File: src/pkg/ddrc_pkg.sv
// Purpose: shared constants and types for the ddr dram controller core
// Assumes: apb slave with 32-bit words; dram clock sampled as a plain input
// Notes: dram timing counts are in ticks of the sampled dram clock
// Behaviour
// - works with both mobile ddr and standard ddr1 memories
// - drives up to two chip-select outputs toward memory
// - decodes 128MB with two chip selects, 64MB with one
// - dram clock is asynchronous to the bus clock; crossings are synchronised
// - accepts memory requests from four system bus ports
// - early auto-precharge allowed when bit 24 set, else waits minimum row time
// - with activation bit 16 clear, no memory commands and no requests served; a running init or access still issues its PRE or RD/WR
// - setting activation bit 16 runs initialisation, then serves requests
// - self-refresh bit 8 set finishes burst, closes banks, enters, drops cke
// - writing bit 8 to zero exits after exit and dll time, then resumes
// - self-refresh pin assertion sets bit 8; software clears it to leave
// - rate select bit 0 picks ddr when 0, sdr when 1
// - read strobe delay per slice, fields 30:24 and 22:16, 1/128 steps
// - status 12:8 flags single, multiple out-of-range, init done, dll unlock
// - status bit 4 is the or of the four lower bits
// - out-of-range accesses raise single then multiple violation bits
// - interrupt is status and-ed with inverted mask 4:0
package ddrc_pkg;
    // ****************************************
    // register map
    // ****************************************
    localparam logic [11:0] OFS_MODE = 12'h020;
    localparam logic [11:0] OFS_DLY_IRQ = 12'h048;
    localparam logic [11:0] OFS_UNUSED_A = 12'h06c;
    localparam logic [11:0] OFS_UNUSED_B = 12'h070;
    localparam logic [11:0] OFS_INT_ACK = 12'h080;
    localparam logic [31:0] RST_WORD = 32'h00000000;
    localparam int unsigned POS_EAP = 32'h18;
    localparam int unsigned POS_START = 32'h10;
    localparam int unsigned POS_SREF = 32'h08;
    localparam int unsigned POS_RATE = 32'h00;
    localparam int unsigned POS_DLY1 = 32'h18;
    localparam int unsigned POS_DLY0 = 32'h10;
    localparam int unsigned POS_STAT = 32'h08;
    localparam int unsigned POS_MASK = 32'h00;
    localparam int unsigned DLY_W = 32'h7;
    localparam int unsigned STAT_W = 32'h5;
    // ****************************************
    // memory layout
    // ****************************************
    localparam int unsigned NUM_PORTS = 32'h4;
    localparam int unsigned CS_SPAN_BIT = 32'h1a;
    localparam logic [12:0] ADDR_PRE_ALL = 13'h0400;
    // ****************************************
    // timing
    // ****************************************
    localparam int unsigned DRAM_PERIOD_NS = 32'h320;
    localparam int unsigned TINIT_NS = 32'h30d40;
    localparam int unsigned TRAS_NS = 32'h2d;
    localparam int unsigned TXSR_NS = 32'h78;
    localparam int unsigned DLL_TICKS = 32'hc8;
    localparam int unsigned INIT_TICKS = (TINIT_NS + DRAM_PERIOD_NS - 1) / DRAM_PERIOD_NS;
    localparam int unsigned TRAS_TICKS = (TRAS_NS + DRAM_PERIOD_NS - 1) / DRAM_PERIOD_NS;
    localparam int unsigned TXSR_TICKS = (TXSR_NS + DRAM_PERIOD_NS - 1) / DRAM_PERIOD_NS;
    localparam int unsigned BURST_DDR = 32'h2;
    localparam int unsigned BURST_SDR = 32'h4;
    // ****************************************
    // types
    // ****************************************
    typedef struct packed {
        logic valid;
        logic write;
        logic [31:0] addr;
    } ddrc_req_t;
    typedef struct packed {
        logic ras_n;
        logic cas_n;
        logic we_n;
    } ddrc_cmd_t;
    localparam ddrc_cmd_t CMD_NOP = 3'h7;
    localparam ddrc_cmd_t CMD_ACT = 3'h3;
    localparam ddrc_cmd_t CMD_RD = 3'h5;
    localparam ddrc_cmd_t CMD_WR = 3'h4;
    localparam ddrc_cmd_t CMD_PRE = 3'h2;
    localparam ddrc_cmd_t CMD_SREF = 3'h1;
    typedef enum logic [7:0] {
        ST_OFF = 8'h01,
        ST_INIT = 8'h02,
        ST_IDLE = 8'h04,
        ST_ACT = 8'h08,
        ST_RW = 8'h10,
        ST_SREN = 8'h20,
        ST_SREF = 8'h40,
        ST_SREX = 8'h80
    } ddrc_state_t;
endpackage : ddrc_pkg
File: src/design/ddrc_core.sv
// Purpose: dram controller core with apb registers and four request ports
// Assumes: dram clock is a pin sampled by ref_clk; ports hold valid until ack
// Notes: command timing advances on dram clock rising edges only
`timescale 1ns/1ps
`default_nettype none
module ddrc_core #(
    parameter int NUM_CS = 2
) (
    // clock and reset
    input wire logic ref_clk,
    input wire logic rst_n,
    // apb slave
    input wire logic psel,
    input wire logic penable,
    input wire logic pwrite,
    input wire logic [11:0] paddr,
    input wire logic [31:0] pwdata,
    output logic [31:0] prdata,
    output logic pready,
    output logic pslverr,
    // system bus ports
    input wire ddrc_pkg::ddrc_req_t [3:0] sys_req,
    output logic [3:0] sys_ack,
    output logic [3:0] sys_err,
    // pins from outside
    input wire logic dram_source_clock,
    input wire logic srefresh_req,
    input wire logic dll_locked,
    // memory side
    output var ddrc_pkg::ddrc_cmd_t dram_cmd,
    output logic [1:0] dram_cs_n,
    output logic dram_cke,
    output logic [12:0] dram_addr,
    output logic [1:0] dram_ba,
    output logic dram_we_data,
    output logic rate_select,
    output logic [6:0] dqs_delay_0,
    output logic [6:0] dqs_delay_1,
    // interrupt
    output logic irq
);
    // ****************************************
    // input synchronisers and edges
    // ****************************************
    logic [2:0] pin_s;
    logic clk_d_ff;
    logic sref_d_ff;
    logic dll_d_ff;
    logic tick;
    logic sref_rise;
    logic dll_fall;

    ddrc_sync #(.W(3)) u_sync (
        .ref_clk(ref_clk),
        .rst_n(rst_n),
        .async_in({dll_locked, srefresh_req, dram_source_clock}),
        .sync_out(pin_s)
    );

    always_ff @(posedge ref_clk)
    begin
        if (!rst_n)
        begin
            clk_d_ff <= 1'b0;
            sref_d_ff <= 1'b0;
            dll_d_ff <= 1'b0;
        end
        else
        begin
            clk_d_ff <= pin_s[0];
            sref_d_ff <= pin_s[1];
            dll_d_ff <= pin_s[2];
        end
    end

    assign tick = pin_s[0] & ~clk_d_ff;
    assign sref_rise = pin_s[1] & ~sref_d_ff;
    assign dll_fall = dll_d_ff & ~pin_s[2];

    // ****************************************
    // apb decode
    // ****************************************
    logic pready_ff;
    logic pslverr_ff;
    logic [31:0] prdata_ff;
    logic acc;
    logic wr_done;
    logic sel_mode;
    logic sel_dly;
    logic sel_una;
    logic sel_unb;
    logic sel_ack;
    logic mapped;
    logic wr_mode;
    logic wr_dly;
    logic wr_ack;
    logic [31:0] rd_mode;
    logic [31:0] rd_dly;
    logic [31:0] rd_word;

    // answer comes one cycle into the access phase
    assign acc = psel & penable & ~pready_ff;
    assign wr_done = psel & penable & pwrite & pready_ff;
    assign sel_mode = (paddr == ddrc_pkg::OFS_MODE);
    assign sel_dly = (paddr == ddrc_pkg::OFS_DLY_IRQ);
    assign sel_una = (paddr == ddrc_pkg::OFS_UNUSED_A);
    assign sel_unb = (paddr == ddrc_pkg::OFS_UNUSED_B);
    assign sel_ack = (paddr == ddrc_pkg::OFS_INT_ACK);
    assign mapped = sel_mode | sel_dly | sel_una | sel_unb | sel_ack;
    assign wr_mode = wr_done & sel_mode;
    assign wr_dly = wr_done & sel_dly;
    assign wr_ack = wr_done & sel_ack;

    // ****************************************
    // control registers
    // ****************************************
    logic eap_ff;
    logic start_ff;
    logic sref_ff;
    logic rate_ff;
    logic [6:0] dly0_ff;
    logic [6:0] dly1_ff;
    logic [4:0] mask_ff;
    logic nxt_sref;

    // pin assertion wins over a register write in the same cycle
    assign nxt_sref = sref_rise ? 1'b1 : (wr_mode ? pwdata[ddrc_pkg::POS_SREF] : sref_ff);

    always_ff @(posedge ref_clk)
    begin
        if (!rst_n)
        begin
            eap_ff <= 1'b0;
            start_ff <= 1'b0;
            rate_ff <= 1'b0;
            sref_ff <= 1'b0;
        end
        else
        begin
            sref_ff <= nxt_sref;
            if (wr_mode)
            begin
                eap_ff <= pwdata[ddrc_pkg::POS_EAP];
                start_ff <= pwdata[ddrc_pkg::POS_START];
                rate_ff <= pwdata[ddrc_pkg::POS_RATE];
            end
        end
    end

    always_ff @(posedge ref_clk)
    begin
        if (!rst_n)
        begin
            dly0_ff <= 7'h00;
            dly1_ff <= 7'h00;
            mask_ff <= 5'h00;
        end
        else if (wr_dly)
        begin
            dly1_ff <= pwdata[ddrc_pkg::POS_DLY1 +: ddrc_pkg::DLY_W];
            dly0_ff <= pwdata[ddrc_pkg::POS_DLY0 +: ddrc_pkg::DLY_W];
            mask_ff <= pwdata[ddrc_pkg::POS_MASK +: ddrc_pkg::STAT_W];
        end
    end

    // ****************************************
    // status
    // ****************************************
    logic [1:0] oor_flags;
    logic init_ff;
    logic unlock_ff;
    logic init_set;
    logic [4:0] status;
    logic irq_ff;
    logic accept;
    logic oor;
    logic [1:0] sel_ff;
    logic [1:0] pick;
    logic any_req;

    ddrc_oor #(.NUM_CS(NUM_CS)) u_oor (
        .ref_clk(ref_clk),
        .rst_n(rst_n),
        .chk(accept),
        .addr(sys_req[pick].addr),
        .oor(oor),
        .clr(wr_ack ? pwdata[1:0] : 2'h0),
        .flags(oor_flags)
    );

    always_ff @(posedge ref_clk)
    begin
        if (!rst_n)
        begin
            init_ff <= 1'b0;
            unlock_ff <= 1'b0;
        end
        else
        begin
            init_ff <= init_set | (init_ff & ~(wr_ack & pwdata[2]));
            unlock_ff <= (dll_fall & start_ff) | (unlock_ff & ~(wr_ack & pwdata[3]));
        end
    end

    assign status = {|{unlock_ff, init_ff, oor_flags}, unlock_ff, init_ff, oor_flags};

    always_ff @(posedge ref_clk)
    begin
        if (!rst_n)
            irq_ff <= 1'b0;
        else
            irq_ff <= |(status & ~mask_ff);
    end

    // ****************************************
    // read mux
    // ****************************************
    // reserved and obsolete fields are tied low here
    assign rd_mode = {7'h00, eap_ff, 7'h00, start_ff, 7'h00, sref_ff, 7'h00, rate_ff};
    assign rd_dly = {1'b0, dly1_ff, 1'b0, dly0_ff, 3'h0, status, 3'h0, mask_ff};
    assign rd_word = sel_mode ? rd_mode : (sel_dly ? rd_dly : ddrc_pkg::RST_WORD);

    always_ff @(posedge ref_clk)
    begin
        if (!rst_n)
        begin
            pready_ff <= 1'b0;
            pslverr_ff <= 1'b0;
            prdata_ff <= ddrc_pkg::RST_WORD;
        end
        else
        begin
            pready_ff <= acc;
            pslverr_ff <= acc & ~mapped;
            prdata_ff <= acc ? rd_word : ddrc_pkg::RST_WORD;
        end
    end

    // ****************************************
    // port arbitration
    // ****************************************
    logic [1:0] rr_ff;
    logic [3:0] ack_ff;
    logic [3:0] err_ff;

    // rotating priority keeps any port from starving the others
    always_comb
    begin
        pick = rr_ff;
        any_req = 1'b0;
        for (int i = 3; i >= 0; i--)
        begin
            if (sys_req[2'(rr_ff + 2'(i))].valid)
            begin
                pick = 2'(rr_ff + 2'(i));
                any_req = 1'b1;
            end
        end
    end

    // ****************************************
    // command sequencer
    // ****************************************
    ddrc_pkg::ddrc_state_t state_ff;
    ddrc_pkg::ddrc_state_t nxt_state;
    ddrc_pkg::ddrc_cmd_t cmd_ff;
    ddrc_pkg::ddrc_cmd_t nxt_cmd;
    logic [7:0] cnt_ff;
    logic [7:0] nxt_cnt;
    logic [7:0] tras_ff;
    logic [7:0] nxt_tras;
    logic cke_ff;
    logic nxt_cke;
    logic [1:0] cs_n_ff;
    logic [1:0] nxt_cs_n;
    logic [1:0] cs_out_ff;
    logic [1:0] nxt_cs_out;
    logic [12:0] addr_ff;
    logic [12:0] nxt_addr;
    logic [1:0] ba_ff;
    logic [12:0] col_word;
    logic wr_ff;
    logic [7:0] burst;

    assign burst = rate_ff ? 8'(ddrc_pkg::BURST_SDR) : 8'(ddrc_pkg::BURST_DDR);
    assign col_word = {3'h0, sys_req[pick].addr[10:1]};
    assign nxt_cs_n = accept ? (sys_req[pick].addr[ddrc_pkg::CS_SPAN_BIT] ? 2'h1 : 2'h2) : cs_n_ff;
    // chip selects are registered so the pins never glitch on a state change
    assign nxt_cs_out = (nxt_state == ddrc_pkg::ST_INIT || nxt_state == ddrc_pkg::ST_IDLE ||
        nxt_state == ddrc_pkg::ST_SREF) ? 2'h0 : nxt_cs_n;

    always_comb
    begin
        nxt_state = state_ff;
        nxt_cmd = ddrc_pkg::CMD_NOP;
        nxt_cnt = cnt_ff;
        nxt_tras = (tras_ff != 8'h00) ? tras_ff - 8'h01 : tras_ff;
        nxt_cke = cke_ff;
        nxt_addr = addr_ff;
        init_set = 1'b0;
        accept = 1'b0;
        case (state_ff)
            ddrc_pkg::ST_OFF:
                if (start_ff)
                begin
                    nxt_state = ddrc_pkg::ST_INIT;
                    nxt_cnt = 8'(ddrc_pkg::INIT_TICKS);
                    nxt_cke = 1'b1;
                end
            ddrc_pkg::ST_INIT:
                if (cnt_ff == 8'h00)
                begin
                    nxt_cmd = ddrc_pkg::CMD_PRE;
                    nxt_addr = ddrc_pkg::ADDR_PRE_ALL;
                    nxt_state = ddrc_pkg::ST_IDLE;
                    init_set = tick;
                end
                else
                    nxt_cnt = cnt_ff - 8'h01;
            ddrc_pkg::ST_IDLE:
                if (!start_ff)
                begin
                    nxt_state = ddrc_pkg::ST_OFF;
                    nxt_cke = 1'b0;
                end
                else if (sref_ff)
                    nxt_state = ddrc_pkg::ST_SREN;
                else if (any_req && ack_ff == 4'h0)
                begin
                    accept = tick;
                    if (!oor)
                    begin
                        nxt_state = ddrc_pkg::ST_ACT;
                        nxt_cmd = ddrc_pkg::CMD_ACT;
                        nxt_addr = sys_req[pick].addr[25:13];
                        nxt_tras = 8'(ddrc_pkg::TRAS_TICKS);
                    end
                end
            ddrc_pkg::ST_ACT:
                if (eap_ff || tras_ff == 8'h00)
                begin
                    nxt_cmd = wr_ff ? ddrc_pkg::CMD_WR : ddrc_pkg::CMD_RD;
                    nxt_addr = col_word | ddrc_pkg::ADDR_PRE_ALL;
                    nxt_cnt = burst;
                    nxt_state = ddrc_pkg::ST_RW;
                end
            ddrc_pkg::ST_RW:
                if (cnt_ff <= 8'h01)
                    nxt_state = ddrc_pkg::ST_IDLE;
                else
                    nxt_cnt = cnt_ff - 8'h01;
            ddrc_pkg::ST_SREN:
            begin
                nxt_cmd = ddrc_pkg::CMD_SREF;
                nxt_cke = 1'b0;
                nxt_state = ddrc_pkg::ST_SREF;
            end
            ddrc_pkg::ST_SREF:
                if (!sref_ff)
                begin
                    nxt_cke = 1'b1;
                    nxt_cnt = 8'(ddrc_pkg::TXSR_TICKS + ddrc_pkg::DLL_TICKS);
                    nxt_state = ddrc_pkg::ST_SREX;
                end
            ddrc_pkg::ST_SREX:
                if (cnt_ff == 8'h00)
                    nxt_state = ddrc_pkg::ST_IDLE;
                else
                    nxt_cnt = cnt_ff - 8'h01;
            default:
                nxt_state = ddrc_pkg::ST_OFF;
        endcase
    end

    // sequencer state moves only on dram clock edges
    always_ff @(posedge ref_clk)
    begin
        if (!rst_n)
        begin
            state_ff <= ddrc_pkg::ST_OFF;
            cmd_ff <= ddrc_pkg::CMD_NOP;
            cnt_ff <= 8'h00;
            tras_ff <= 8'h00;
            cke_ff <= 1'b0;
            addr_ff <= 13'h0000;
            cs_out_ff <= 2'h3;
        end
        else if (tick)
        begin
            state_ff <= nxt_state;
            cmd_ff <= nxt_cmd;
            cnt_ff <= nxt_cnt;
            tras_ff <= nxt_tras;
            cke_ff <= nxt_cke;
            addr_ff <= nxt_addr;
            cs_out_ff <= nxt_cs_out;
        end
    end

    always_ff @(posedge ref_clk)
    begin
        if (!rst_n)
        begin
            rr_ff <= 2'h0;
            ack_ff <= 4'h0;
            err_ff <= 4'h0;
            cs_n_ff <= 2'h3;
            ba_ff <= 2'h0;
            wr_ff <= 1'b0;
        end
        else
        begin
            ack_ff <= accept ? 4'h1 << pick : 4'h0;
            err_ff <= (accept && oor) ? 4'h1 << pick : 4'h0;
            if (accept)
            begin
                rr_ff <= 2'(pick + 2'h1);
                ba_ff <= sys_req[pick].addr[12:11];
                wr_ff <= sys_req[pick].write;
                cs_n_ff <= nxt_cs_n;
            end
        end
    end

    // ****************************************
    // outputs
    // ****************************************
    assign prdata = prdata_ff;
    assign pready = pready_ff;
    assign pslverr = pslverr_ff;
    assign sys_ack = ack_ff;
    assign sys_err = err_ff;
    assign dram_cmd = cmd_ff;
    assign dram_cs_n = cs_out_ff;
    assign dram_cke = cke_ff;
    assign dram_addr = addr_ff;
    assign dram_ba = ba_ff;
    assign dram_we_data = wr_ff;
    assign rate_select = rate_ff;
    assign dqs_delay_0 = dly0_ff;
    assign dqs_delay_1 = dly1_ff;
    assign irq = irq_ff;
endmodule : ddrc_core
`default_nettype wire

File: src/design/ddrc_oor.sv
// Purpose: out-of-range decode and its two sticky status bits
// Assumes: 64MB per chip select
// Notes: a set in the same cycle as a clear wins
`timescale 1ns/1ps
`default_nettype none
module ddrc_oor #(
    parameter int NUM_CS = 2
) (
    // clock and reset
    input wire logic ref_clk,
    input wire logic rst_n,
    // check request
    input wire logic chk,
    input wire logic [31:0] addr,
    output logic oor,
    // status
    input wire logic [1:0] clr,
    output logic [1:0] flags
);
    logic [1:0] flags_ff;
    logic [1:0] nxt_flags;
    logic [5:0] cs_idx;
    logic hit;

    assign cs_idx = addr[31:ddrc_pkg::CS_SPAN_BIT];
    assign oor = (cs_idx >= 6'(NUM_CS));
    assign hit = chk & oor;
    // second violation while the first is still flagged counts as multiple
    assign nxt_flags[0] = hit | (flags_ff[0] & ~clr[0]);
    assign nxt_flags[1] = (hit & flags_ff[0]) | (flags_ff[1] & ~clr[1]);

    always_ff @(posedge ref_clk)
    begin
        if (!rst_n)
            flags_ff <= 2'h0;
        else
            flags_ff <= nxt_flags;
    end

    assign flags = flags_ff;
endmodule : ddrc_oor
`default_nettype wire

File: src/design/ddrc_sync.sv
// Purpose: two-flop synchroniser for pins from outside the bus clock
// Assumes: inputs are slow levels
// Notes: only the second flop is read outside
`timescale 1ns/1ps
`default_nettype none
module ddrc_sync #(
    parameter int W = 3
) (
    // clock and reset
    input wire logic ref_clk,
    input wire logic rst_n,
    // levels
    input wire logic [W-1:0] async_in,
    output logic [W-1:0] sync_out
);
    logic [W-1:0] meta_ff;
    logic [W-1:0] sync_ff;

    always_ff @(posedge ref_clk)
    begin
        if (!rst_n)
        begin
            meta_ff <= '0;
            sync_ff <= '0;
        end
        else
        begin
            meta_ff <= async_in;
            sync_ff <= meta_ff;
        end
    end

    assign sync_out = sync_ff;
endmodule : ddrc_sync
`default_nettype wire

File: config.mk
export PLATFORM = sky130hd
export DESIGN_NAME = ddrc_core
export DESIGN_NICKNAME = d
export VERILOG_FILES = /design/src/pkg/ddrc_pkg.sv /design/src/design/ddrc_core.sv /design/src/design/ddrc_oor.sv /design/src/design/ddrc_sync.sv
export SDC_FILE = /design/constraint.sdc
export NUM_CORES = 1
export LEC_CHECK = 0
export BUFFER_PORTS_ARGS = -buffer_cell sky130_fd_sc_hd__buf_2
export CORE_MARGIN = 10
export CORE_UTILIZATION = 48
export DETAILED_ROUTE_END_ITERATION = 8
export GPL_ROUTABILITY_DRIVEN = 0
export PLACE_DENSITY = 0.81
export SLEW_MARGIN = 5
export SYNTH_ARGS = -nofsm -noshare
export SYNTH_HDL_FRONTEND = slang
export SYNTH_SLANG_ARGS = --single-unit
File: constraint.sdc
create_clock -name ref_clk -period 3.4 [get_ports ref_clk]
set_input_delay 0.68 -clock ref_clk [delete_from_list [all_inputs] [get_ports ref_clk]]
set_output_delay 0.68 -clock ref_clk [all_outputs]
set_load 0.01 [all_outputs]
[Yosys cells after proc, flatten, opt, wreduce, memory -nomap -nowiden]
Index checks and enable logic that the tools add are counted.
Storage, ports and cells
  input port bits: 188
  register bits after elaboration: 129
Cells by class
  equality and inequality tests: 27
  shift-type cells: 1
  bitwise logic cells: 42
  $add $sub $neg: 6
  mux-type cells: 74
  reductions and logical operators: 24
  order comparisons: 7
Operators with widths (number)
  binary-select mux 34 bit (select 2 bit): 5
  two-way mux 8 bit: 20
  two-way mux 34 bit: 4
  two-way mux 13 bit: 6
  case mux 8 bit (7 select lines): 1
  two-way mux 25 bit: 2
  case mux 8 bit (5 select lines): 1
  case mux 13 bit (3 select lines): 1
  equality test 12 x 7 -> 1 bit, second input constant: 3
  two-way mux 33 bit: 1
  != test 2 bit, second input constant: 11
  bitwise AND 1 bit: 20
  two-way mux 2 bit: 9
  two-way mux 3 bit: 6
  equality test 8 x 2 -> 1 bit, second input constant: 2
  equality test 8 x 3 -> 1 bit, second input constant: 2
  equality test 8 x 7 -> 1 bit, second input constant: 2
  logical NOT 8 bit: 2
  two-way mux 1 bit: 16
  subtractor 8 x 1 -> 8 bit, second input constant: 2
  less-than comparator 2 x 3 -> 1 bit, second input constant: 5
  equality test 12 x 6 -> 1 bit, second input constant: 1
  equality test 12 x 8 -> 1 bit, second input constant: 1
  inverter 1 bit: 12
  other kinds (31): 46

[Logic depth before layout (Yosys ltp)]
Gate-level depths: netlist of the first run.
  depth in word-level cells: 19
  gate-level depth with buffers: 10

[Modules after synthesis]
From an unflattened synthesis of the first run, not the netlist that was laid out.
Unflattened totals
  cell total of the unflattened synthesis: 757
  area, all modules: 6590.1 um2
Modules (own cells, without submodules)
  ddrc_core: cells an instance 734, instances 1, area each 6341.1 um2
  ddrc_sync: cells an instance 12, instances 1, area each 157.7 um2
  ddrc_oor: cells an instance 11, instances 1, area each 91.3 um2

[Worst setup path before layout of the first run]
Ideal clock, no wire load.
  path kind: input to register
  start point: input sys_req[33] (netlist bit)
  end point: register addr_ff[7], in the netlist dram_addr[7]
  stages on the path: 8
  setup time: 0.132 ns
  path buffers: 1
  arrival time: 2.580 ns
  path slack: 0.688 ns
  cells stage by stage: nor2b_1 > or4_4 > nand2_2 > clkbuf_1 > mux4_2 > a222oi_1 > a21o_1 > a21oi_1
Between the ends
  longest elaborated chain between the ends: 13
RTL lines
  start: declaration: RTL line ddrc_core.sv:22  | input wire ddrc_pkg::ddrc_req_t [3:0] sys_req,
  branches (longest 13 deep; another with >= comparator 6 x 2 -> 1 bit)
  end signal: assignment: RTL line ddrc_core.sv:395  | addr_ff <= nxt_addr;
  end: declaration: RTL line ddrc_core.sv:278  | logic [12:0] addr_ff;
Parallel ways; which one is timed is not known. The select of a mux whose other input is x is not followed.
A chain may end at the register's enable or synchronous reset.

[Worst setup path in the final report of the first run]
  start point: register state_ff[4]
  end point: register addr_ff[11], in the netlist dram_addr[11]
Between the ends
  longest elaborated chain between the ends: 3
RTL lines
  start: declaration: RTL line ddrc_core.sv:264  | ddrc_pkg::ddrc_state_t state_ff;
  start signal: assignment: RTL line ddrc_core.sv:380  | state_ff <= ddrc_pkg::ST_OFF;
  start signal: assignment: RTL line ddrc_core.sv:390  | state_ff <= nxt_state;
  equality test 8 x 3 -> 1 bit, or another cell as far along: RTL line ddrc_core.sv:302  | case (state_ff)
  != test 2 bit (no line) or nonzero test 3 bit (tied branches)
  AND reduction 8 bit (no line)
Parallel ways exist; a longest one is shown, timed or not.

==> key figures, run 1 <==
Critical path
  – Critical Path Start: state_ff[4]$_SDFFE_PN0P_
  – Setup slack, reg-to-reg: 550 ps
  – CP Launch Type: register
  – Max incr delay on CP: 620 ps
  – CP endpoint: dram_addr[11]$_SDFFE_PN0P_
  – CP Max Fanout: 12
  – WP data required: 3750 ps
  – Critical path class: register to register
  – Most Frequent Cell on Critical Path: nand3_1
  – Crit. End Element: register
  – R2r startpoint: state_ff[4]$_SDFFE_PN0P_
  – Worst path cell trace: nor4_2, nand3_1, nand3_1, and3_1, nand4_2, or4b_1, nand2_1
  – Slowest-stage cell, CP: nor4_2
  – R2r worst-path depth: 7
  – R2R Path End: dram_addr[11]$_SDFFE_PN0P_
  – Crit path DAT: 3210 ps

Clocking
  – Buffer count from post-CTS setup fixing: 0
  – Clk Tree Root Cell: clkbuf_16
  – TritonCTS clock tree: built
  – CTS buffer count: 17
  – Hold buffers post-CTS: 0
  – Latest clock arrival within the worst-skew pair: 410 ps
  – Clk buf depth: 2
  – CTS H-tree lvls: 4
  – Sink Count: 121
  – Cts repair resizes: 0
  – Clock transition at the registers of the reported paths: 60 ps

Routing
  – DR DRC count: 0
  – Number of DRC markers in iteration 0: 496
  – Post-route antenna net violation count: 0
  – Wirelength, routed: 19,800 um
  – DR vias/cell: 5.52
  – Routed wire per std cell: 17.7 um
  – DRT Pass-1 Iters: 5
  – Via Count: 6,176

Hold path
  – HP Class: register to register
  – Hold Path Origin: u_sync.meta_ff[0]$_SDFF_PN0_

Yosys
  – Syn Inst Count: 702
  – Yosys warns: 0
  – Yosys cell types: 66
  – Main synth FF type: dfxtp_1
  – EDFF count, synth: 0
  – Synthesized area: 6140 um^2
  – Cell taking the most area after synthesis: dfxtp_1
  – Syn Area/Cell: 8.74 um^2
  – Top cell type's share of synthesized area: 39.5%
  – Largest cells by area after synthesis: dfxtp_1 (39%), mux2i_1 (8.0%), nor2_1 (4.9%)
  – Sequential area share after synthesis: 39.5%
  – Post-synthesis register bit count: 121
  – Post-synth ARST share: 0%

Run
  – Max-Cap Viols: 0

GRT
  – Vias in the first global route: 6,412
  – First-pass GRT wire length: 31,400 um
  – Total GRT Usage: 21.5%
  – Largest net degree at the start of global routing: 50
  – Global route overflow: 0
  – Initial antenna violation count: 0

Timing
  – Clk_skew: 9.89 ps
  – Final Hold Fails: 0
  – RSZ-0062 raised after global routing: no
  – Final Max Slew Viols: 0
  – Max frequency: 0.350 GHz
  – Setup Total Neg Slack: 0 ps
  – Fin crit share: 84.0%
  – Normalized max-slew margin: 49.6%
  – Worst slew pin tran: 754 ps
  – Final setup fails: 0
  – Min Tclk post-route: 2850 ps

Floorplan
  – CORE AREA: 12,600 um^2
  – Die area: 17,700 um^2
  – Cell Rows: 41
  – Initial Util: 48.8%
  – Die height: 133 um
  – I/O Pins: 268
  – Width of the die: 133 um

Pwr
  – Pwr/cell area: 470 nW/um^2
  – Int Pwr: 2.79 mW
  – Maximum vdd drop: 0.344 mV
  – LEAKAGE: 3.60 nW
  – Clock network power share: 48.1%
  – Combinational power share: 12.6%
  – Seq pwr share: 39.3%
  – Power after layout: 3.79 mW
  – Sw power: 0.996 mW
  – Net Sw Frac: 26.3%

Cells and area
  – Proportion of layout cells with a drive suffix above 1: 34.4%
  – Finished Layout Cells: 1,119
  – Commonest non-fill, non-tap cell in the layout: buf_2
  – Most frequent cells in the layout: buf_2 (243), dfxtp_1 (121), nor2_1 (80)
  – Final #Nets: 1,130
  – Area delta synth->final: 31.1%
  – ANT cells: 0
  – Filler cells: 1,059

Place
  – DP HPWL: 15,400 um
  – Dpl cells: 1,087
  – Port buffer count: 243

Status
  – Outcome: finished, final reports clean
power by group through the flow:
stage                     Combinational (mW)  Clock, mW  Sequential (mW)
after floorplan                        0.302          0             1.51
after global placement                 0.457          0             1.51
after detailed placement               0.468          0             1.51
after CTS                              0.473       1.84             1.48
after global routing                   0.533       1.91             1.49
final                                  0.477       1.82             1.49
cell type report:
cell class              instances  area [um^2]  share of cell area, %
repair buffers                264         1390                   17.2
multi-input cells             511         3350                   41.6
flip-flops and latches        121         2420                   30.1
clock inverters                15          176                   2.19
clock buffers                  17          425                   5.29
inverters                      19         71.3                  0.886
well taps                     172          215                   2.67
stage by stage:
| step | worst slack [ps] | util [%] | hold WS, ps | cell area, um^2 |
|---|---|---|---|---|
| global placement | 312 | 59.2 | 419 | 7440 |
| floorplan | 688 | - | 412 | 6160 |
| CTS | 639 | 64.0 | 432 | 8050 |
| finish | 545 | 64.0 | 434 | 8050 |
| global route | 418 | 64.0 | 448 | 8050 |
| detailed placement | 304 | 59.2 | 419 | 7440 |
cell usage after synthesis, drive strengths merged (5+ instances only):
cell type / number
o22ai: 17
inv: 19
a222oi: 5
o2bb2ai: 6
nor4: 7
mux4: 7
nand3: 27
o211ai: 6
a31oi: 7
nor2: 81
nand4: 10
nor3: 20
or4: 7
xnor2: 5
mux2: 8
dfxtp: 121
nand2b: 9
a21oi: 42
and3: 10
mux2i: 49
nand2: 54
buf: 39
nor2b: 9
a211oi: 9
and2: 26
ha: 8
clkbuf: 19
o21ai: 21
worst min path at each step:
stage / endpoint / slack (ps) / cells past startpoint
detailed placement: u_sync.sync_out[0]$_SDFF_PN0_ / 420 / 1
finish: u_sync.sync_out[0]$_SDFF_PN0_ / 430 / 1
global route: u_sync.sync_out[0]$_SDFF_PN0_ / 450 / 1
CTS: u_sync.sync_out[0]$_SDFF_PN0_ / 430 / 1
floorplan: u_sync.sync_out[0]$_SDFF_PN0_ / 410 / 1
global placement: u_sync.sync_out[1]$_SDFF_PN0_ / 420 / 1
registers in the layout, summed over array words and instances, names as in the netlist, 3 cells and up:
signal	flops
prdata	24
dram_addr	13
cnt_ff	8
state_ff	8
tras_ff	8
dqs_delay_0	7
dqs_delay_1	7
mask_ff	5
sys_ack	4
sys_err	4
dram_cmd	3
u_sync.meta_ff	3
u_sync.sync_out	3
kinds of logic after synthesis:
logic type,after synthesis,share of synthesized area [%]
compound gates,145,16.1
xor+xnor,7,0.999
flops,121,39.5
fa+ha+maj,8,1.63
buf+inv,77,6.38
mux,64,12.0
other cells,1,0.0611
simple gates,279,23.4
worst max-delay path: cells and delay by family, from the launching register on:
| kind | cells | cell delay, ps |
|---|---|---|
| and+or+nand+nor | 7 | 2400 |
| DFF | 1 | 400 |
layer usage:
metal  share of wire (%)  vias to the layer above  track usage (%)
met5                   0                        -                0
met4                 3.0                        0             9.66
met3                 8.1                       54             6.51
met2                  50                      274             37.0
met1                  39                     2875             23.7
li1                    -                     2973                -
No activity file was read; power rests on OpenSTA's default activity.
==> run 2, diff against run 1 <==
--- a/config.mk
+++ b/config.mk
@@ -5,12 +5,13 @@
 export SDC_FILE = /design/constraint.sdc
 export NUM_CORES = 1
 export LEC_CHECK = 0
+export ABC_AREA = 1
 export BUFFER_PORTS_ARGS = -buffer_cell sky130_fd_sc_hd__buf_2
 export CORE_MARGIN = 10
 export CORE_UTILIZATION = 48
 export DETAILED_ROUTE_END_ITERATION = 8
 export GPL_ROUTABILITY_DRIVEN = 0
-export PLACE_DENSITY = 0.81
+export PLACE_DENSITY = 0.8
 export SLEW_MARGIN = 5
 export SYNTH_ARGS = -nofsm -noshare
 export SYNTH_HDL_FRONTEND = slang
==> constraint.sdc (replaced) <==
create_clock -name ref_clk -period 2.68 [get_ports ref_clk]
set_input_delay 0.536 -clock ref_clk [delete_from_list [all_inputs] [get_ports ref_clk]]
set_output_delay 0.536 -clock ref_clk [all_outputs]
set_load 0.01 [all_outputs]
==> run 2 against run 1 <==
Power increased by 27%. Non-clock buffer count unchanged. Count of clock-buffer cells in the layout unchanged. Sequential power increased by 23%. Highest routed layer unchanged. Final cell count increased by 22%. Clock skew decreased by 2.7 ps. Largest power group unchanged. Largest cell class unchanged. Combinational power increased by 4.4%.
==> key figures, run 2 <==
Status
  – Outcome: finished, final reports clean (unchanged)

Pwr
  – Maximum vdd drop: 0.419 mV (was 0.344 mV)
  – Pwr/cell area: 579 nW/um^2 (was 470 nW/um^2)
  – LEAKAGE: 4.08 nW (was 3.60 nW)
  – Power after layout: 4.80 mW (was 3.79 mW)

Yosys
  – Main synth FF type: dfxtp_1 (unchanged)
  – Yosys cell types: 44 (was 66)
  – Most numerous cell in the Yosys netlist: nand2_1 (was dfxtp_1)
  – Syn Inst Count: 947 (was 702)
  – Yosys warns: 0 (unchanged)
  – EDFF count, synth: 0 (unchanged)
  – Post-synth ARST share: 0% (unchanged)
  – Synthesized area: 6330 um^2 (was 6140 um^2)
  – Syn Area/Cell: 6.68 um^2 (was 8.74 um^2)
  – Cell taking the most area after synthesis: dfxtp_1 (unchanged)
  – Synth cell count leaders: nand2_1 (241), dfxtp_1 (121), inv_1 (111) (was dfxtp_1 (121), nor2_1 (80), nand2_1 (53))
  – Sequential area share after synthesis: 38.3% (was 39.5%)
  – Post-synthesis register bit count: 121 (unchanged)
  – Top cell type's share of synthesized area: 38.3% (was 39.5%)
  – Largest cells by area after synthesis: dfxtp_1 (38%), nand2_1 (14%), nand3_1 (7.9%) (was dfxtp_1 (39%), mux2i_1 (8.0%), nor2_1 (4.9%))

Floorplan
  – Width of the die: 135 um (was 133 um)
  – Initial Util: 49.5% (was 48.8%)
  – CORE AREA: 12,800 um^2 (was 12,600 um^2)
  – I/O Pins: 268 (unchanged)
  – Die area: 18,200 um^2 (was 17,700 um^2)
  – Cell Rows: 41 (unchanged)
  – Die height: 135 um (was 133 um)

Cells and area
  – Multi-input logic area: 3150 um^2 (was 3350 um^2)
  – Final #Nets: 1,370 (was 1,130)
  – Filler cells: 1,095 (was 1,059)
  – Final instance area: 8280 um^2 (was 8050 um^2)
  – Fin util: 64.8% (was 64.0%)
  – Most frequent cells in the layout: buf_2 (243), nand2_1 (241), dfxtp_1 (121) (was buf_2 (243), dfxtp_1 (121), nor2_1 (80))
  – Area delta synth->final: 30.9% (was 31.1%)
  – Commonest non-fill, non-tap cell in the layout: buf_2 (unchanged)
  – Max reg flops: 24 (unchanged)
  – Finished Layout Cells: 1,360 (was 1,119)
  – Proportion of layout cells with a drive suffix above 1: 27.5% (was 34.4%)
  – Seq. cell area: 2420 um^2 (unchanged)

Hold path
  – Hold Path Origin: dll_locked (was u_sync.meta_ff[0]$_SDFF_PN0_)
  – Cells on Worst Hold Path: 3 (was 1)
  – Endpoint, Worst Hold: u_sync.meta_ff[2]$_SDFF_PN0_ (was u_sync.sync_out[0]$_SDFF_PN0_)
  – HP Class: input pin to register (was register to register)

Timing
  – Min Tclk post-route: 2470 ps (was 2850 ps)
  – Hold Slack: 306 ps (was 434 ps)
  – Final critical-path setup slack: 206 ps (was 545 ps)
  – Worst slew pin tran: 540 ps (was 754 ps)
  – Normalized max-slew margin: 63.6% (was 49.6%)
  – Final setup fails: 0 (unchanged)
  – Setup Total Neg Slack: 0 ps (unchanged)
  – Fin crit share: 92.3% (was 84.0%)
  – Final Hold Fails: 0 (unchanged)
  – Max frequency: 0.404 GHz (was 0.350 GHz)
  – Final Max Slew Viols: 0 (unchanged)
  – Clk_skew: 7.16 ps (was 9.89 ps)

GRT
  – Initial antenna violation count: 1 (was 0)
  – Vias in the first global route: 6,735 (was 6,412)
  – Global route overflow: 0 (unchanged)
  – Total GRT Usage: 21.4% (was 21.5%)
  – Largest net degree at the start of global routing: 50 (unchanged)
  – First-pass GRT wire length: 32,000 um (was 31,400 um)

Critical path
  – Crit. End Element: register (unchanged)
  – WP data required: 2990 ps (was 3750 ps)
  – Setup slack, reg-to-reg: 210 ps (was 550 ps)
  – Crit path DAT: 2780 ps (was 3210 ps)
  – R2R Path End: cnt_ff[6]$_SDFFE_PN0P_ (was dram_addr[11]$_SDFFE_PN0P_)
  – Critical path class: register to register (unchanged)
  – CP Max Fanout: 10 (was 12)
  – R2r startpoint: state_ff[7]$_SDFFE_PN0P_ (was state_ff[4]$_SDFFE_PN0P_)
  – R2r worst-path depth: 12 (was 7)
  – CP Launch Type: register (unchanged)

Run
  – Max-Cap Viols: 0 (unchanged)

Routing
  – DRT Pass-1 Iters: 6 (was 5)
  – Routed wire per std cell: 15.0 um (was 17.7 um)
  – Wirelength, routed: 20,400 um (was 19,800 um)
  – DR DRC count: 0 (unchanged)
  – Via Count: 6,913 (was 6,176)
  – DR vias/cell: 5.08 (was 5.52)
  – Post-route antenna net violation count: 0 (unchanged)
  – Number of DRC markers in iteration 0: 468 (was 496)

Clocking
  – Sink Count: 121 (unchanged)
  – CTS H-tree lvls: 4 (unchanged)
  – Clk Tree Root Cell: clkbuf_16 (unchanged)
  – Clock transition at the registers of the reported paths: 60 ps (about the same)
  – Latest clock arrival within the worst-skew pair: 410 ps (about the same)
  – CTS buffer count: 17 (unchanged)
  – Clk buf depth: 2 (unchanged)
  – TritonCTS clock tree: built (unchanged)

Place
  – Post-place setup slack: 289 ps (was 304 ps)
  – Port buffer count: 243 (unchanged)
  – Placement Cell Area: 7630 um^2 (was 7440 um^2)
  – Dpl cells: 1,327 (was 1,087)
  – DP HPWL: 15,200 um (was 15,400 um)
run 2: cell count changes after synthesis, moves of 25 or more:
| cell | previous run | this run |
|---|---|---|
| and2_1 | 25 | 0 |
| o21ai_0 | 18 | 66 |
| mux2i_1 | 49 | 0 |
| inv_1 | 17 | 111 |
| nand3_1 | 27 | 100 |
| nand2_1 | 53 | 241 |
| a21oi_1 | 42 | 69 |
run 2: critical path: stages, from the launching register on:
cell and delay, ps:
dfxtp_1 410, nor2_1 70, inv_1 170, nor2_4 70, nand4_1 150, o21ai_0 230
nor2_2 300, nor2_1 120, nor2_1 110, nand3_1 260, inv_2 240, a31oi_1 110
o21a_1 120
run 2: area by class of cell:
| type | count | area share (%) |
|---|---|---|
| Clock inverter | 15 | 2.58 |
| Antenna cell | 1 | 0.0302 |
| Tap cell | 172 | 2.60 |
| Inverter | 121 | 5.51 |
| Sequential cell | 121 | 29.2 |
| Clock buffer | 17 | 5.14 |
| Timing Repair Buffer | 264 | 16.9 |
| Multi-Input combinational cell | 649 | 38.0 |
run 2: worst max path at each step:
stage | startpoint | endpoint | slack (ps)
6_report | state_ff[7]$_SDFFE_PN0P_ | cnt_ff[6]$_SDFFE_PN0P_ | 210
5_1_grt | state_ff[7]$_SDFFE_PN0P_ | cnt_ff[5]$_SDFFE_PN0P_ | -40
4_1_cts | state_ff[7]$_SDFFE_PN0P_ | cnt_ff[6]$_SDFFE_PN0P_ | 260
3_5_place_dp | sys_req[135] | dram_addr[2]$_SDFFE_PN0P_ | 290
3_3_place_gp | state_ff[7]$_SDFFE_PN0P_ | cnt_ff[6]$_SDFFE_PN0P_ | 340
2_1_floorplan | sys_req[135] | rr_ff[1]$_SDFFE_PN0P_ | 620
run 2: layer usage:
layer	share of wire [%]	global-route usage, %
met5	0	0
met2	49	36.8
met1	40	23.3
met4	2.9	8.95
met3	8.6	7.64
run 2: power by group:
part	leakage [nW]	switching, mW	internal [mW]
Combinational	2.79	0.289	0.209
Clock	0.316	0.885	1.58
Sequential	0.978	0.0164	1.82
run 2: what timing repair did:
item	CTS	global route
hold buffers	0	0
hold endpoints to repair	0	0
endpoints found under the setup margin	0	6
gates resized for setup	0	3
setup buffers	0	0
run 2: kinds of logic (layout without fill, tap and decap cells):
kind of cell,after synthesis,count (layout),share of synthesized area (%)
and+or+nand+nor,459,459,32.0
buffers and inverters,184,417,12.6
AOI/OAI and AO/OA,165,165,14.2
DFF,121,121,38.3
xor gates and xnor gates,9,9,1.25
adders and majority gates,8,8,1.58
other,1,9,0.0593
==> run 3, diff against run 2 <==
--- a/config.mk
+++ b/config.mk
@@ -7,6 +7,7 @@
 export LEC_CHECK = 0
 export ABC_AREA = 1
 export BUFFER_PORTS_ARGS = -buffer_cell sky130_fd_sc_hd__buf_2
+export CORE_ASPECT_RATIO = 0.75
 export CORE_MARGIN = 10
 export CORE_UTILIZATION = 48
 export DETAILED_ROUTE_END_ITERATION = 8
==> run 3 against run 2 <==
Global-route usage fell by 0.54 points. Maximum frequency grew 2.3%. Critical endpoint is now cnt_ff[5]$_SDFFE_PN0P_. Highest routed layer unchanged. Die area rose by 0.26%.
==> key figures, run 3 (synthesis gave the netlist of run 2 again) <==
Floorplan
  – Die height: 119 um (was 135 um)
  – Die area: 18,200 um^2 (about the same)
  – Width of the die: 153 um (was 135 um)
  – CORE AREA: 12,900 um^2 (was 12,800 um^2)
  – Cell Rows: 36 (was 41)
  – Initial Util: 49.0% (was 49.5%)
  – I/O Pins: 268 (unchanged)

Critical path
  – R2r startpoint: state_ff[4]$_SDFFE_PN0P_ (was state_ff[7]$_SDFFE_PN0P_)
  – Crit. End Element: register (unchanged)
  – Worst Path Buf+Inv: 2 (unchanged)
  – R2r worst-path depth: 10 (was 12)
  – Top cell family by delay on the critical path: simple AND/OR/NAND/NOR gates (unchanged)
  – CP Max Fanout: 11 (was 10)
  – Setup slack, reg-to-reg: 260 ps (was 210 ps)
  – Slowest-stage cell, CP: nand4_1 (was dfxtp_1)
  – WP data required: 2960 ps (was 2990 ps)
  – Worst path cell trace: nor2_2, inv_2, nor2_4, nand4_1, nor2_2, nor2_1, nand3_1, inv_2, o21ai_0, a31oi_1 (was nor2_1, inv_1, nor2_4, nand4_1, o21ai_0, nor2_2, nor2_1, nor2_1, nand3_1, inv_2, a31oi_1, o21a_1)
  – R2R Path End: cnt_ff[5]$_SDFFE_PN0P_ (was cnt_ff[6]$_SDFFE_PN0P_)
  – Crit path DAT: 2700 ps (was 2780 ps)
  – CP Launch Type: register (unchanged)
  – Critical path class: register to register (unchanged)
  – Max incr delay on CP: 460 ps (was 410 ps)

Routing
  – Number of DRC markers in iteration 0: 525 (was 468)
  – DRT Pass-1 Iters: 5 (was 6)
  – Wirelength, routed: 19,700 um (was 20,400 um)
  – DR DRC count: 0 (unchanged)
  – Routed wire per std cell: 14.5 um (was 15.0 um)
  – Via Count: 6,812 (was 6,913)
  – Post-route antenna net violation count: 0 (unchanged)
  – DR vias/cell: 5.03 (was 5.08)

Run
  – Max-Cap Viols: 0 (unchanged)

GRT
  – Vias in the first global route: 6,566 (was 6,735)
  – Initial antenna violation count: 0 (was 1)
  – First-pass GRT wire length: 32,200 um (was 32,000 um)
  – Global route overflow: 0 (unchanged)
  – Largest net degree at the start of global routing: 50 (unchanged)
  – Total GRT Usage: 20.8% (was 21.4%)

Cells and area
  – Area delta synth->final: 30.2% (was 30.9%)
  – Proportion of layout cells with a drive suffix above 1: 27.3% (was 27.5%)
  – Most frequent cells in the layout: buf_2 (243), nand2_1 (241), dfxtp_1 (120) (was buf_2 (243), nand2_1 (241), dfxtp_1 (121))
  – Fin util: 63.7% (was 64.8%)
  – Commonest non-fill, non-tap cell in the layout: buf_2 (unchanged)
  – Final #Nets: 1,367 (was 1,370)
  – Max reg flops: 24 (unchanged)
  – ANT cells: 0 (was 1)

Clocking
  – Latest clock arrival within the worst-skew pair: 410 ps (about the same)
  – Sink Count: 121 (unchanged)
  – TritonCTS clock tree: built (unchanged)
  – Clock transition at the registers of the reported paths: 50 ps (was 60 ps)
  – Hold buffers post-CTS: 0 (unchanged)
  – Clk buf depth: 2 (unchanged)
  – CTS buffer count: 17 (unchanged)
  – Clk Tree Root Cell: clkbuf_16 (unchanged)
  – CTS H-tree lvls: 4 (unchanged)

Timing
  – Worst slew pin tran: 611 ps (was 540 ps)
  – Max frequency: 0.413 GHz (was 0.404 GHz)
  – Final setup fails: 0 (unchanged)
  – Final Max Slew Viols: 0 (unchanged)
  – Hold Slack: 308 ps (was 306 ps)
  – Fin crit share: 90.3% (was 92.3%)
  – Clk_skew: 4.60 ps (was 7.16 ps)
  – Normalized max-slew margin: 58.9% (was 63.6%)
  – Final Hold Fails: 0 (unchanged)
  – Min Tclk post-route: 2420 ps (was 2470 ps)

Hold path
  – Hold Path Origin: dram_source_clock (was dll_locked)
  – Endpoint, Worst Hold: u_sync.meta_ff[0]$_SDFF_PN0_ (was u_sync.meta_ff[2]$_SDFF_PN0_)
  – HP Class: input pin to register (unchanged)
  – Cells on Worst Hold Path: 3 (unchanged)

Pwr
  – Pwr/cell area: 581 nW/um^2 (was 579 nW/um^2)
  – Maximum vdd drop: 0.412 mV (was 0.419 mV)
  – LEAKAGE: 4.05 nW (was 4.08 nW)

Place
  – Port buffer count: 243 (unchanged)
  – DP HPWL: 15,100 um (was 15,200 um)

Status
  – Outcome: finished, final reports clean (unchanged)
run 3: changes by cell type in the layout (fill, tap and decap cells not counted), moves of 2 or more:
cell / change
clkinv_4: -2
clkbuf_8: +2
nor4_1: +2
nor4_2: -2
inv_8: -2
clkinvlp_4: +3
buf_4: -2
run 3: power breakdown:
| group | switching (mW) | internal (mW) |
|---|---|---|
| combinational | 0.289 | 0.205 |
| sequential | 0.0159 | 1.82 |
| clock | 0.840 | 1.61 |
run 3: final cells by class:
class,instances,area [um^2]
Fill cell,1146,4690
Tap cell,171,214
Timing Repair Buffer,261,1360
Clock buffer,19,453
Sequential cell,121,2420
Clock inverter,13,191
Inverter,121,457
Multi-Input combinational cell,649,3140
run 3: worst max path at each step:
stage	start	end	slack (ps)	cells after the start
2_1_floorplan	sys_req[135]	rr_ff[1]$_SDFFE_PN0P_	620	14
3_3_place_gp	sys_req[135]	dram_addr[9]$_SDFFE_PN0P_	280	19
3_5_place_dp	sys_req[135]	dram_addr[0]$_SDFFE_PN0P_	250	19
4_1_cts	state_ff[4]$_SDFFE_PN0P_	cnt_ff[5]$_SDFFE_PN0P_	260	10
5_1_grt	state_ff[4]$_SDFFE_PN0P_	cnt_ff[5]$_SDFFE_PN0P_	-10	10
6_report	state_ff[4]$_SDFFE_PN0P_	cnt_ff[5]$_SDFFE_PN0P_	260	10
run 3: what timing repair did:
item / 4_1_cts / 5_1_grt
gates resized for setup: 0 / 3
endpoints found under the setup margin: 0 / 18
buffers inserted: 0 / 0
endpoints found under the hold margin: 0 / 0
run 3: worst reg2reg max path, cell delays in order, from the launching register on:
cell     delay, ps
dfxtp_1        360
nor2_2         160
inv_2           60
nor2_4         150
nand4_1        460
nor2_2         380
nor2_1          80
nand3_1        240
inv_2          150
o21ai_0        190
a31oi_1         60
run 3: metrics by stage:
step / setup TNS (ps) / power, mW / worst slack (ps) / instance area [um^2] / cells
global route: -11.2 / 4.98 / -11.2 / 8240 / 1355
global placement: 0 / 2.35 / 285 / 7590 / 1323
detailed placement: 0 / 2.36 / 253 / 7590 / 1323
finish: 0 / 4.78 / 261 / 8240 / 1355
floorplan: 0 / 2.17 / 615 / 6350 / 954
CTS: 0 / 4.81 / 264 / 8230 / 1355
run 3: per-layer routing:
layer	wire length, um	vias up	share of wire [%]	GRT usage [%]
li1	-	3497	-	-
met1	8190	3048	42	25.3
met2	9720	242	49	35.3
met3	1530	25	7.8	6.18
met4	260	0	1.3	5.65
met5	0	-	0	0
